[src/bank1_pkg.sv]
// Shared constants for the bank1 status, protection and unlock block
package bank1_pkg;
	// ----------------------------------------
	// Register offsets (byte addresses)
	// ----------------------------------------
	localparam logic [7:0] OFS_PROTECT = 8'h20;
	localparam logic [7:0] OFS_KEY = 8'h44;
	localparam logic [7:0] OFS_STATUS = 8'h4C;
	localparam logic [7:0] OFS_CONTROL = 8'h50;
	// ----------------------------------------
	// Status field positions
	// ----------------------------------------
	localparam int ST_BUSY = 0;
	localparam int ST_UNERASED = 2;
	localparam int ST_PROTECT = 4;
	localparam int ST_DONE = 5;
	// ----------------------------------------
	// Control field positions
	// ----------------------------------------
	localparam int CT_CMD_LO = 0;
	localparam int CT_START = 6;
	localparam int CT_LOCK = 7;
	localparam int CT_ERR_IE = 10;
	localparam int CT_DONE_IE = 12;
	// ----------------------------------------
	// Reset values and unlock keys
	// ----------------------------------------
	localparam logic [31:0] STATUS_RESET = 32'h0000_0000;
	localparam logic [31:0] CONTROL_RESET = 32'h0000_0080;
	localparam logic [31:0] UNLOCK_KEY_FIRST = 32'h4567_0123;
	localparam logic [31:0] UNLOCK_KEY_SECOND = 32'hCDEF_89AB;
endpackage : bank1_pkg

[src/key_path_if.sv]
// Carrier between the register front end and the key sequencer
`timescale 1ns/1ns
`default_nettype none
interface key_path_if;
	logic key_wr;
	logic [31:0] key_data;
	logic unlock;
	modport seq (input key_wr, input key_data, output unlock);
	modport front (output key_wr, output key_data, input unlock);
endinterface : key_path_if
`default_nettype wire
[src/bank1_key_seq.sv]
// Two-word unlock key sequence recogniser
`timescale 1ns/1ns
`default_nettype none
module bank1_key_seq (
	// Clock and reset
	input wire logic clk,
	input wire logic nrst,
	// Key path
	key_path_if.seq kp
);
	import bank1_pkg::*;

	typedef enum logic [0:0] {WAIT_FIRST, WAIT_SECOND} key_state_t;
	typedef struct packed {
		key_state_t st;
		logic unlock;
	} key_regs_t;

	key_regs_t r_reg;
	key_regs_t r_next;

	// ----------------------------------------
	// Sequence tracking
	// ----------------------------------------
	// Any wrong word restarts the hunt, so stray writes never unlock
	always_comb begin
		r_next = r_reg;
		r_next.unlock = 1'b0;
		if (kp.key_wr) begin
			unique case (r_reg.st)
				WAIT_FIRST: begin
					if (kp.key_data == UNLOCK_KEY_FIRST) r_next.st = WAIT_SECOND;
				end
				WAIT_SECOND: begin
					r_next.st = WAIT_FIRST;
					r_next.unlock = (kp.key_data == UNLOCK_KEY_SECOND);
				end
			endcase
		end
	end

	// State register
	always_ff @(posedge clk or negedge nrst) begin
		if (!nrst) begin
			r_reg <= '{st: WAIT_FIRST, unlock: 1'b0};
		end else begin
			r_reg <= r_next;
		end
	end

	assign kp.unlock = r_reg.unlock;

	// The two key words may be any number of idle cycles apart, so check each step on its own
	a_unlock_needs_keys: assert property (@(posedge clk) disable iff (!nrst)
		r_reg.unlock |-> $past(r_reg.st) == WAIT_SECOND && $past(kp.key_wr)
			&& $past(kp.key_data) == UNLOCK_KEY_SECOND)
		else $error("unlock without the two key words");
	a_first_key_arms: assert property (@(posedge clk) disable iff (!nrst)
		r_reg.st == WAIT_SECOND && $past(r_reg.st) == WAIT_FIRST |-> $past(kp.key_wr)
			&& $past(kp.key_data) == UNLOCK_KEY_FIRST)
		else $error("sequence armed without the first key word");
endmodule : bank1_key_seq
`default_nettype wire

[src/bank1_status_unlock.sv]
// Bank1 protection image, unlock key, status and control bits
`timescale 1ns/1ns
`default_nettype none
// Overview of operation
// Protection word at 0x20 is read-only, loaded from option bytes after reset.
// Status register sits at 0x4C and resets to all zeros.
// Software uses only full 32-bit word accesses on these registers.
// Status bit 5 sets on successful operation end; writing 1 clears it.
// Status bit 4 sets on protected-page access; writing 1 clears it.
// Status bit 2 sets on programming unerased location; writing 1 clears it.
// Status bit 0 shows the flash is busy.
// Software writes reserved status bits 3 and 1 only as zero.
// Only key words 0x45670123 then 0xCDEF89AB unlock the control register.
// Lock bit resets to one, clears on unlock, software may set it.
// Hardware clears the erase-launch bit when busy returns to zero.
// Enabled interrupts fire on operation end and on errors.
// Writing 0 leaves flags; busy holds from operation start to completion.
// Wrong key words leave the lock set; key reads return zero.
module bank1_status_unlock (
	// Clock and reset
	input wire logic CLK,
	input wire logic NRST,
	// Register port (word accesses only)
	input wire logic REG_WR,
	input wire logic REG_RD,
	input wire logic [7:0] REG_ADDR,
	input wire logic [31:0] REG_WDATA,
	output logic [31:0] REG_RDATA,
	output logic REG_RVALID,
	// Option byte protection setting
	input wire logic [31:0] OPT_PROTECT,
	// Flash engine status, same clock domain
	input wire logic OP_BEGIN,
	input wire logic OP_END,
	input wire logic OP_PROT_ERR,
	input wire logic OP_UNERASED_ERR,
	// Controller outputs
	output logic CTL_LOCKED,
	output logic CTL_START,
	output logic [2:0] CTL_CMD,
	output logic IRQ
);
	import bank1_pkg::*;

	typedef struct packed {
		logic loaded;
		logic [31:0] protect;
		logic lock;
		logic start;
		logic done_ie;
		logic err_ie;
		logic [2:0] cmd;
		logic busy;
		logic done;
		logic prot;
		logic unerased;
		logic [31:0] rdata;
		logic rvalid;
	} regs_t;

	regs_t r_reg;
	regs_t r_next;
	key_path_if kp ();

	// ----------------------------------------
	// Address decode
	// ----------------------------------------
	logic wr_key;
	logic wr_status;
	logic wr_control;
	logic [31:0] status_view;
	logic [31:0] control_view;

	assign wr_key = REG_WR && REG_ADDR == OFS_KEY;
	assign wr_status = REG_WR && REG_ADDR == OFS_STATUS;
	assign wr_control = REG_WR && REG_ADDR == OFS_CONTROL;
	assign kp.key_wr = wr_key && r_reg.lock;
	assign kp.key_data = REG_WDATA;

	// Read views; reserved bits read as zero
	always_comb begin
		status_view = STATUS_RESET;
		status_view[ST_BUSY] = r_reg.busy;
		status_view[ST_UNERASED] = r_reg.unerased;
		status_view[ST_PROTECT] = r_reg.prot;
		status_view[ST_DONE] = r_reg.done;
		control_view = 32'h0000_0000;
		control_view[CT_CMD_LO +: 3] = r_reg.cmd;
		control_view[CT_START] = r_reg.start;
		control_view[CT_LOCK] = r_reg.lock;
		control_view[CT_ERR_IE] = r_reg.err_ie;
		control_view[CT_DONE_IE] = r_reg.done_ie;
	end

	// ----------------------------------------
	// Key sequencer
	// ----------------------------------------
	bank1_key_seq u_key_seq (
		.clk(CLK),
		.nrst(NRST),
		.kp(kp)
	);

	// ----------------------------------------
	// Next-state logic
	// ----------------------------------------
	// Hardware set wins over a software clear in the same cycle
	always_comb begin
		r_next = r_reg;
		r_next.rvalid = REG_RD;
		r_next.rdata = 32'h0000_0000;
		// Option bytes captured once after release, not under reset
		if (!r_reg.loaded) begin
			r_next.protect = OPT_PROTECT;
			r_next.loaded = 1'b1;
		end
		// Read mux; key and unmapped offsets read zero
		if (REG_RD) begin
			unique case (REG_ADDR)
				OFS_PROTECT: r_next.rdata = r_reg.protect;
				OFS_STATUS: r_next.rdata = status_view;
				OFS_CONTROL: r_next.rdata = control_view;
				default: r_next.rdata = 32'h0000_0000;
			endcase
		end
		// Write-one-to-clear flags; zeros leave them alone
		if (wr_status) begin
			if (REG_WDATA[ST_DONE]) r_next.done = 1'b0;
			if (REG_WDATA[ST_PROTECT]) r_next.prot = 1'b0;
			if (REG_WDATA[ST_UNERASED]) r_next.unerased = 1'b0;
		end
		// Control writes other than the lock bit take effect only while unlocked
		if (wr_control) begin
			if (!r_reg.lock) begin
				r_next.cmd = REG_WDATA[CT_CMD_LO +: 3];
				r_next.done_ie = REG_WDATA[CT_DONE_IE];
				r_next.err_ie = REG_WDATA[CT_ERR_IE];
				if (REG_WDATA[CT_START] && !r_reg.start) begin
					r_next.start = 1'b1;
					r_next.busy = 1'b1;
				end
			end
			if (REG_WDATA[CT_LOCK]) r_next.lock = 1'b1;
		end
		if (kp.unlock) r_next.lock = 1'b0;
		if (OP_BEGIN) r_next.busy = 1'b1;
		// Operation end drops busy, launch bit and raises flags
		if (OP_END) begin
			r_next.busy = 1'b0;
			r_next.start = 1'b0;
			if (OP_PROT_ERR) r_next.prot = 1'b1;
			if (OP_UNERASED_ERR) r_next.unerased = 1'b1;
			if (!OP_PROT_ERR && !OP_UNERASED_ERR) r_next.done = 1'b1;
		end
	end

	// ----------------------------------------
	// State register
	// ----------------------------------------
	always_ff @(posedge CLK or negedge NRST) begin
		if (!NRST) begin
			r_reg <= '0;
			r_reg.lock <= CONTROL_RESET[CT_LOCK];
		end else begin
			r_reg <= r_next;
		end
	end

	// ----------------------------------------
	// Outputs
	// ----------------------------------------
	assign REG_RDATA = r_reg.rdata;
	assign REG_RVALID = r_reg.rvalid;
	assign CTL_LOCKED = r_reg.lock;
	assign CTL_START = r_reg.start;
	assign CTL_CMD = r_reg.cmd;
	// Level interrupt; stays up until software clears the flag
	assign IRQ = (r_reg.done_ie && r_reg.done) || (r_reg.err_ie && (r_reg.prot || r_reg.unerased));

	// ----------------------------------------
	// Assertions
	// ----------------------------------------
	a_protect_holds: assert property (@(posedge CLK) disable iff (!NRST)
		r_reg.loaded && $past(r_reg.loaded) |-> $stable(r_reg.protect))
		else $error("protection word changed after load");
	a_status_read_clean: assert property (@(posedge CLK) disable iff (!NRST)
		REG_RD && REG_ADDR == OFS_STATUS |=> REG_RVALID && REG_RDATA[31:6] == 26'h0 && !REG_RDATA[3] && !REG_RDATA[1])
		else $error("status reserved bits not zero");
	a_done_sets: assert property (@(posedge CLK) disable iff (!NRST)
		OP_END && !OP_PROT_ERR && !OP_UNERASED_ERR |=> r_reg.done && !r_reg.busy)
		else $error("done flag not set at operation end");
	a_prot_sets: assert property (@(posedge CLK) disable iff (!NRST)
		OP_END && OP_PROT_ERR |=> r_reg.prot && (!r_reg.done || $past(r_reg.done)))
		else $error("protection flag not set");
	a_unerased_sets: assert property (@(posedge CLK) disable iff (!NRST)
		OP_END && OP_UNERASED_ERR |=> r_reg.unerased)
		else $error("program error flag not set");
	a_busy_on_start: assert property (@(posedge CLK) disable iff (!NRST)
		wr_control && !r_reg.lock && REG_WDATA[CT_START] && !r_reg.start && !OP_END |=> r_reg.busy && CTL_START)
		else $error("busy not raised on launch");
	a_zero_keeps_flag: assert property (@(posedge CLK) disable iff (!NRST)
		wr_status && !REG_WDATA[ST_DONE] && !OP_END |=> $stable(r_reg.done))
		else $error("writing zero changed done flag");
	a_start_follows_busy: assert property (@(posedge CLK) disable iff (!NRST)
		$fell(r_reg.busy) |-> !r_reg.start)
		else $error("launch bit outlived busy");
	a_unlock_clears: assert property (@(posedge CLK) disable iff (!NRST)
		kp.unlock && !(wr_control && REG_WDATA[CT_LOCK]) |=> !CTL_LOCKED)
		else $error("lock not cleared by key sequence");
	a_wrong_key_locked: assert property (@(posedge CLK) disable iff (!NRST)
		r_reg.lock && wr_key && REG_WDATA != UNLOCK_KEY_SECOND |=> CTL_LOCKED)
		else $error("wrong key released the lock");
	a_irq_done: assert property (@(posedge CLK) disable iff (!NRST)
		r_reg.done_ie && r_reg.done |-> IRQ)
		else $error("done interrupt missing");
	a_irq_quiet: assert property (@(posedge CLK) disable iff (!NRST)
		!r_reg.done_ie && !r_reg.err_ie |-> !IRQ)
		else $error("interrupt without any enable");
	a_busy_holds: assert property (@(posedge CLK) disable iff (!NRST)
		r_reg.busy && !OP_END |=> r_reg.busy)
		else $error("busy dropped before operation end");
	a_done_needs_end: assert property (@(posedge CLK) disable iff (!NRST)
		$rose(r_reg.done) |-> $past(OP_END) && !$past(OP_PROT_ERR) && !$past(OP_UNERASED_ERR))
		else $error("done flag rose without clean operation end");
endmodule : bank1_status_unlock
`default_nettype wire

[config.mk]
export PLATFORM = sky130hd
export DESIGN_NAME = bank1_status_unlock
export DESIGN_NICKNAME = d
export VERILOG_FILES = /design/src/bank1_pkg.sv /design/src/key_path_if.sv /design/src/bank1_key_seq.sv /design/src/bank1_status_unlock.sv
export SDC_FILE = /design/constraint.sdc
export NUM_CORES = 1
export LEC_CHECK = 0
export BUFFER_PORTS_ARGS = -buffer_cell sky130_fd_sc_hd__buf_2
export CAP_MARGIN = 20
export CORE_MARGIN = 1.5
export CORE_UTILIZATION = 35
export DETAILED_ROUTE_END_ITERATION = 8
export GPL_ROUTABILITY_DRIVEN = 0
export PLACE_DENSITY = 0.65
export SYNTH_ARGS = -nofsm -noshare
export SYNTH_HDL_FRONTEND = slang
export SYNTH_SLANG_ARGS = --single-unit
[constraint.sdc]
create_clock -name CLK -period 2.2 [get_ports CLK]
set_input_delay 0.44 -clock CLK [delete_from_list [all_inputs] [get_ports CLK]]
set_output_delay 0.44 -clock CLK [all_outputs]
set_load 0.03 [all_outputs]
==> results of run 1 <==
==> layout by cell type, fill, tap and decap left out, types with 2 or more instances in the layout <==
cell      instances
clkinv_2          3
clkbuf_1          2
mux2_2           28
a32oi_1           2
buf_4             4
nand2_1           9
a22oi_1           6
nand4_1           4
nor4_1            3
and3_1            3
buf_2           117
nor2b_1           8
a22o_1            3
dfrtp_1          78
nand3_1           5
nor4b_1           3
clkbuf_8         10
nor4b_2           2
and2_1           24
mux2_1            9
inv_1             2
nor2_1            4
==> final timing paths <==
path / start / endpoint / slack [ns] / cells after the start
max in group asynchronous: NRST / CTL_LOCKED / 1.50 / 2
min reg2reg: u_key_seq.kp.unlock / CTL_LOCKED / 0.36 / 1
max reg2reg: CTL_LOCKED / CTL_CMD[0] / 0.92 / 3
min in group CLK: OPT_PROTECT[7] / r_reg[51] / 0.32 / 2
min: NRST / r_reg[60] / 0.04 / 1
max: r_reg[34] / IRQ / 0.56 / 3
==> worst register-to-register path, cell delays in order, from the launching register on <==
cell and delay (ns):
dfstp_2 0.57, nor2b_1 0.06, nand4_2 0.18, mux2_1 0.36
==> per-stage QoR <==
step,std cells,instance area (sq um),power [mW]
after floorplan,255,3330,1.68
after detailed placement,460,3810,1.83
after global routing,476,4000,2.99
after global placement,460,3810,1.82
after CTS,476,4000,2.89
final,476,4000,2.85
==> routing by layer <==
metal / GRT usage / vias up / routed length (um) / share of wire
li1: - / 1020 / - / -
met1: 0.189 / 1061 / 3120 / 0.46
met2: 0.228 / 85 / 3250 / 0.48
met3: 0.0277 / 7 / 315 / 0.047
met4: 0.0488 / 0 / 87 / 0.013
met5: 0 / - / 0 / 0
==> cell usage after synthesis (2+ instances only) <==
cell | instances | area, sq um
nor2_1 | 4 | 15.0
nor4b_1 | 3 | 26.3
clkbuf_1 | 3 | 11.3
a32oi_1 | 2 | 17.5
mux2_2 | 28 | 315
a22oi_1 | 6 | 45.0
nor4b_2 | 2 | 30.0
and2_1 | 24 | 150
nor2b_1 | 8 | 50.1
nand2_1 | 9 | 33.8
buf_4 | 36 | 270
nor4_1 | 3 | 18.8
inv_1 | 2 | 7.51
buf_2 | 7 | 35.0
mux2_1 | 9 | 101
nand4_1 | 4 | 25.0
a22o_1 | 3 | 26.3
dfrtp_1 | 78 | 1950
nand3_1 | 5 | 25.0
and3_1 | 3 | 18.8
==> kinds of logic (layout without fill, tap and decap cells) <==
family | Yosys count | after routing
AO/OA/AOI/OAI | 17 | 17
buffers and inverters | 48 | 140
flip-flops | 79 | 79
multiplexers | 37 | 37
other | 1 | 1
AND/OR/NAND/NOR | 73 | 73
==> report_power, final <==
group	switching, mW	internal (mW)	leakage [nW]
sequential	0.0343	1.52	1.00
clock	0.509	0.552	0.100
combinational	0.114	0.125	0.927
total	0.657	2.20	2.03
==> final cells by class <==
cell class	instances	area, sq um
Timing Repair Buffer	122	636
Multi-Input combinational cell	128	1030
Clock buffer	12	145
Clock inverter	4	45.0
Fill cell	901	5240
Sequential cell	79	1980
Inverter	2	7.51
Tap cell	129	161
==> run summary, run 1 <==
status - complete, no violations
asr flop ratio synth - 1.00
max reg flops - 37
final setup fails - 0
Synth Area in Compound Gates - 0.0428
Synth Cell Area - 3330 sq um
main combinational cell family by area after synthesis - simple AND/OR/NAND/NOR gates
CTS resizes - 0
Final Net Count - 422
Peak Freq - 610 MHz
CTS root buf - clkbuf_8
CTS Buffer Depth - 2
average routed wire per standard cell - 14.2 um
xor and xnor fraction of the mapped netlist area - 0
Hold Vio Cnt, Final - 0
total leakage power - 2.03 nW
synthesized netlist net count - 335
DR iter-0 viols - 50
WP data arrival - 1.20 ns
Final HPWL DP - 4.87 mm
flops & latches, synth - 79
Initial Utilization - 0.361
worst setup margin - 0.561 ns
core area - 9240 sq um
WS Path Type - register to primary output
WP buf/inv - 1
CP max stage cell - dfrtp_1
row count - 35
GRT Residual Overflow - 0
total iterations of the first detailed-routing run - 4
Avg Vias per Cell - 4.57
vias in the first global route - 2122
Critical Path RT - 1.76 ns
Sink Count - 79
total CTS buffers - 9
DRT Wirelength - 6.77 mm
Hold Path Class - primary input to async pin
Fin Hold WS - 0.0436 ns
crit-path cells - o21ai_0 > nand2_1 > buf_2
pre-CTS setup slack - 0.417 ns
worst-skew pair later-pin latency - 0.33 ns
Boundary Pins - 119
CTS tree - built
mux contribution to synthesized area - 0.125
Final Max Tran Viols - 0
initial antenna violation count - 0
largest net degree at the start of global routing - 47
RSZ-0062 raised after global routing - no
crit-path max cell delay - 0.42 ns
pwr dens - 713 nW/um^2
Synthesis Warnings - 0
synth-to-layout area growth - 20.1%
most common flop cell mapped by yosys - dfrtp_1
max-cap viol count - 0
Global Route Usage Sum - 0.141
adder-cell share of the synthesized area - 0
EDFF count, synth - 0
Gate Count Post-Synth - 255
number of H-tree levels - 3
period utilization - 0.745
DRC - 0
Port Buf Inserts - 118
Top delay family on crit path - flip-flops
global-route wire length before repair - 10.7 mm
clock-pin slew on the worst setup and hold paths - 0.08 ns
Via Count - 2173
Worst Skew - 0.0101 ns
setup TNS - 0 ns
CP max FO - 3
final worst path period need - 1.64 ns
Total Die Area - 10100 sq um
Die Wd - 101 um
Post-CTS Setup Inserts - 0
post-synth cell types - 36
Die Y - 101 um
Syn Area/Cell - 13.1 sq um
VDD IR max - 0.278 mV
final core occ - 0.433
hold buffer count at CTS - 0
layout cells sized above 1 - 0.493
Critical Path Start Type - register
ANT nets after route - 0
register area share after synthesis - 0.593
diode count - 0
post-synthesis simple-gate area fraction - 0.140
crit end category - primary output
(Power assumes the default switching activity.)
==> run 2: changes to the inputs <==
--- a/config.mk
+++ b/config.mk
@@ -11,7 +11,7 @@
 export CORE_UTILIZATION = 35
 export DETAILED_ROUTE_END_ITERATION = 8
 export GPL_ROUTABILITY_DRIVEN = 0
-export PLACE_DENSITY = 0.65
+export PLACE_DENSITY = 0.67
 export SYNTH_ARGS = -nofsm -noshare
 export SYNTH_HDL_FRONTEND = slang
 export SYNTH_SLANG_ARGS = --single-unit
==> constraint.sdc (replaced) <==
create_clock -name CLK -period 1.3 [get_ports CLK]
set_input_delay 0.26 -clock CLK [delete_from_list [all_inputs] [get_ports CLK]]
set_output_delay 0.26 -clock CLK [all_outputs]
set_load 0.03 [all_outputs]
==> run summary, run 2 (synthesis gave the netlist of run 1 again) <==
CTS root buf - clkbuf_8
ANT nets after route - 0 (unchanged)
number of H-tree levels - 3 (unchanged)
clock-pin slew on the worst setup and hold paths - 0.08 ns (about the same)
fin area - 4290 sq um (+7.2%)
final core occ - 0.465 (+0.0313)
Die Wd - 101 um (unchanged)
DR iter-0 viols - 37 (-26%)
Die Y - 101 um (unchanged)
final setup fails - 2 (+2)
pre-CTS setup slack - -0.244 ns (-0.661 ns)
total iterations of the first detailed-routing run - 4 (unchanged)
total leakage power - 2.18 nW (+7.2%)
Hold Vio Cnt, Final - 0 (unchanged)
Critical Path Start Type - register
Global Route Usage Sum - 0.147 (+0.00650)
crit end category - primary output
core area - 9240 sq um (unchanged)
crit-path max cell delay - 0.39 ns (-0.03 ns)
crit-path cells - o21ai_1 > nand2_1 > buf_6
worst-skew pair later-pin latency - 0.33 ns (about the same)
VDD IR max - 0.396 mV (+42%)
RSZ-0062 raised after global routing - yes
CP max FO - 2 (-1)
placed cell areas - 3990 sq um (+4.6%)
Boundary Pins - 119 (unchanged)
diode count - 0 (unchanged)
CTS Buffer Depth - 2 (unchanged)
largest net degree at the start of global routing - 28 (-40%)
Final Net Count - 446 (+5.7%)
GRT Residual Overflow - 0 (unchanged)
global-route wire length before repair - 11.3 mm (+4.9%)
pwr dens - 1200 nW/um^2 (+68%)
initial antenna violation count - 0 (unchanged)
Worst Skew - 0.00572 ns (-0.00438 ns)
Avg Vias per Cell - 4.48 (-1.8%)
synth-to-layout area growth - 28.8%
CP max stage cell - dfrtp_1
status - finished, violations left
max reg flops - 37 (unchanged)
Peak Freq - 733 MHz
row count - 35 (unchanged)
WP data arrival - 1.11 ns (-0.09 ns)
Total Die Area - 10100 sq um (unchanged)
DRT Wirelength - 6.97 mm (+3.0%)
Hold Path Class - primary input to register
Sink Count - 79 (unchanged)
average routed wire per standard cell - 13.9 um (-2.0%)
dpl cells - 478 (+3.9%)
Final HPWL DP - 5.27 mm (+8.3%)
DRC - 0 (unchanged)
WS Path Type - register to primary output
period utilization - 1.05
final worst path period need - 1.37 ns
failing checks - setup timing
Critical Path RT - 1.04 ns (-0.72 ns)
fill count - 848 (-5.9%)
Via Count - 2241 (+3.1%)
vias in the first global route - 2272 (+7.1%)
total CTS buffers - 9 (unchanged)
layout cells sized above 1 - 0.534 (+0.0409)
most common cell after layout, fill and taps aside - buf_2
Final Max Tran Viols - 0 (unchanged)
commonest cells after routing, fill and taps aside - buf_2 (114), dfrtp_1 (78), mux2_2 (28), buf_4 (25), and2_1 (24)
CTS tree - built
Layout Cells excl Fill - 500 (+5.0%)
Port Buf Inserts - 118 (unchanged)
worst setup margin - -0.0650 ns (-0.626 ns)
Initial Utilization - 0.361 (unchanged)
max-cap viol count - 0 (unchanged)
-- run 2: cell count changes in the layout (fill, tap and decap cells not counted), sizes merged --
| cell | before | now |
|---|---|---|
| buf | 122 | 144 |
| clkinv | 3 | 2 |
| inv | 2 | 3 |
| dlygate4sd3 | 0 | 1 |
| bufinv | 1 | 2 |
-- run 2: path summary, 6_finish.rpt --
| kind | from | end | slack (ns) | depth (start not counted) |
|---|---|---|---|---|
| min reg2reg | u_key_seq.kp.unlock | CTL_LOCKED | 0.36 | 1 |
| max | r_reg[33] | IRQ | -0.07 | 3 |
| max reg2reg | CTL_LOCKED | CTL_CMD[2] | 0.03 | 3 |
| min in group asynchronous | NRST | REG_RDATA[6] | 0.38 | 2 |
| max in group asynchronous | NRST | CTL_CMD[1] | 0.42 | 3 |
| min | OPT_PROTECT[8] | r_reg[52] | 0.14 | 2 |
-- run 2: area by class of cell --
cell class / count / area, sq um / share of cell area
clock inverters: 5 / 78.8 / 0.0184
inverters: 2 / 7.51 / 0.00175
flip-flops and latches: 79 / 1980 / 0.461
clock buffers: 11 / 151 / 0.0353
well taps: 129 / 161 / 0.0376
repair buffers: 146 / 858 / 0.200
multi-input cells: 128 / 1060 / 0.246
-- run 2: per-layer routing --
layer | global-route usage | wire length (um) | vias up
li1 | - | - | 1069
met1 | 0.186 | 3090 | 1082
met2 | 0.243 | 3450 | 82
met3 | 0.0305 | 335 | 8
met4 | 0.0650 | 94 | 0
met5 | 0 | 0 | -
-- run 2: metrics by stage --
stage,TNS [ns],hold slack [ns],power (mW)
2_1_floorplan,-0.0356,-0.0356,2.85
3_3_place_gp,-4.09,0.204,3.11
3_5_place_dp,-4.78,0.203,3.14
4_1_cts,-0.100,0.119,5.23
5_1_grt,-0.212,0.120,5.39
6_report,-0.0897,0.138,5.15
-- run 2: critical path: cells and delay by family (launching register included) --
kind | cells | cell delay, ns
AO/OA/AOI/OAI | 1 | 0.14
flip-flops | 1 | 0.39
buffers and inverters | 1 | 0.15
AND/OR/NAND/NOR | 1 | 0.10
-- run 2: what timing repair did --
item | 4_1_cts | 5_1_grt
pin swaps | 0 | 3
resized for setup | 5 | 3
hold endpoints to repair | 19 | 0
hold buffers | 1 | 0
setup buffers | 3 | 2
endpoints found under the setup margin | 2 | 10
-- run 2: report_power, final --
| group | total, mW | internal, mW | switching (mW) |
|---|---|---|---|
| logic | 0.464 | 0.255 | 0.209 |
| registers | 2.63 | 2.57 | 0.0569 |
| clock network | 2.05 | 1.19 | 0.867 |
| total | 5.15 | 4.01 | 1.13 |
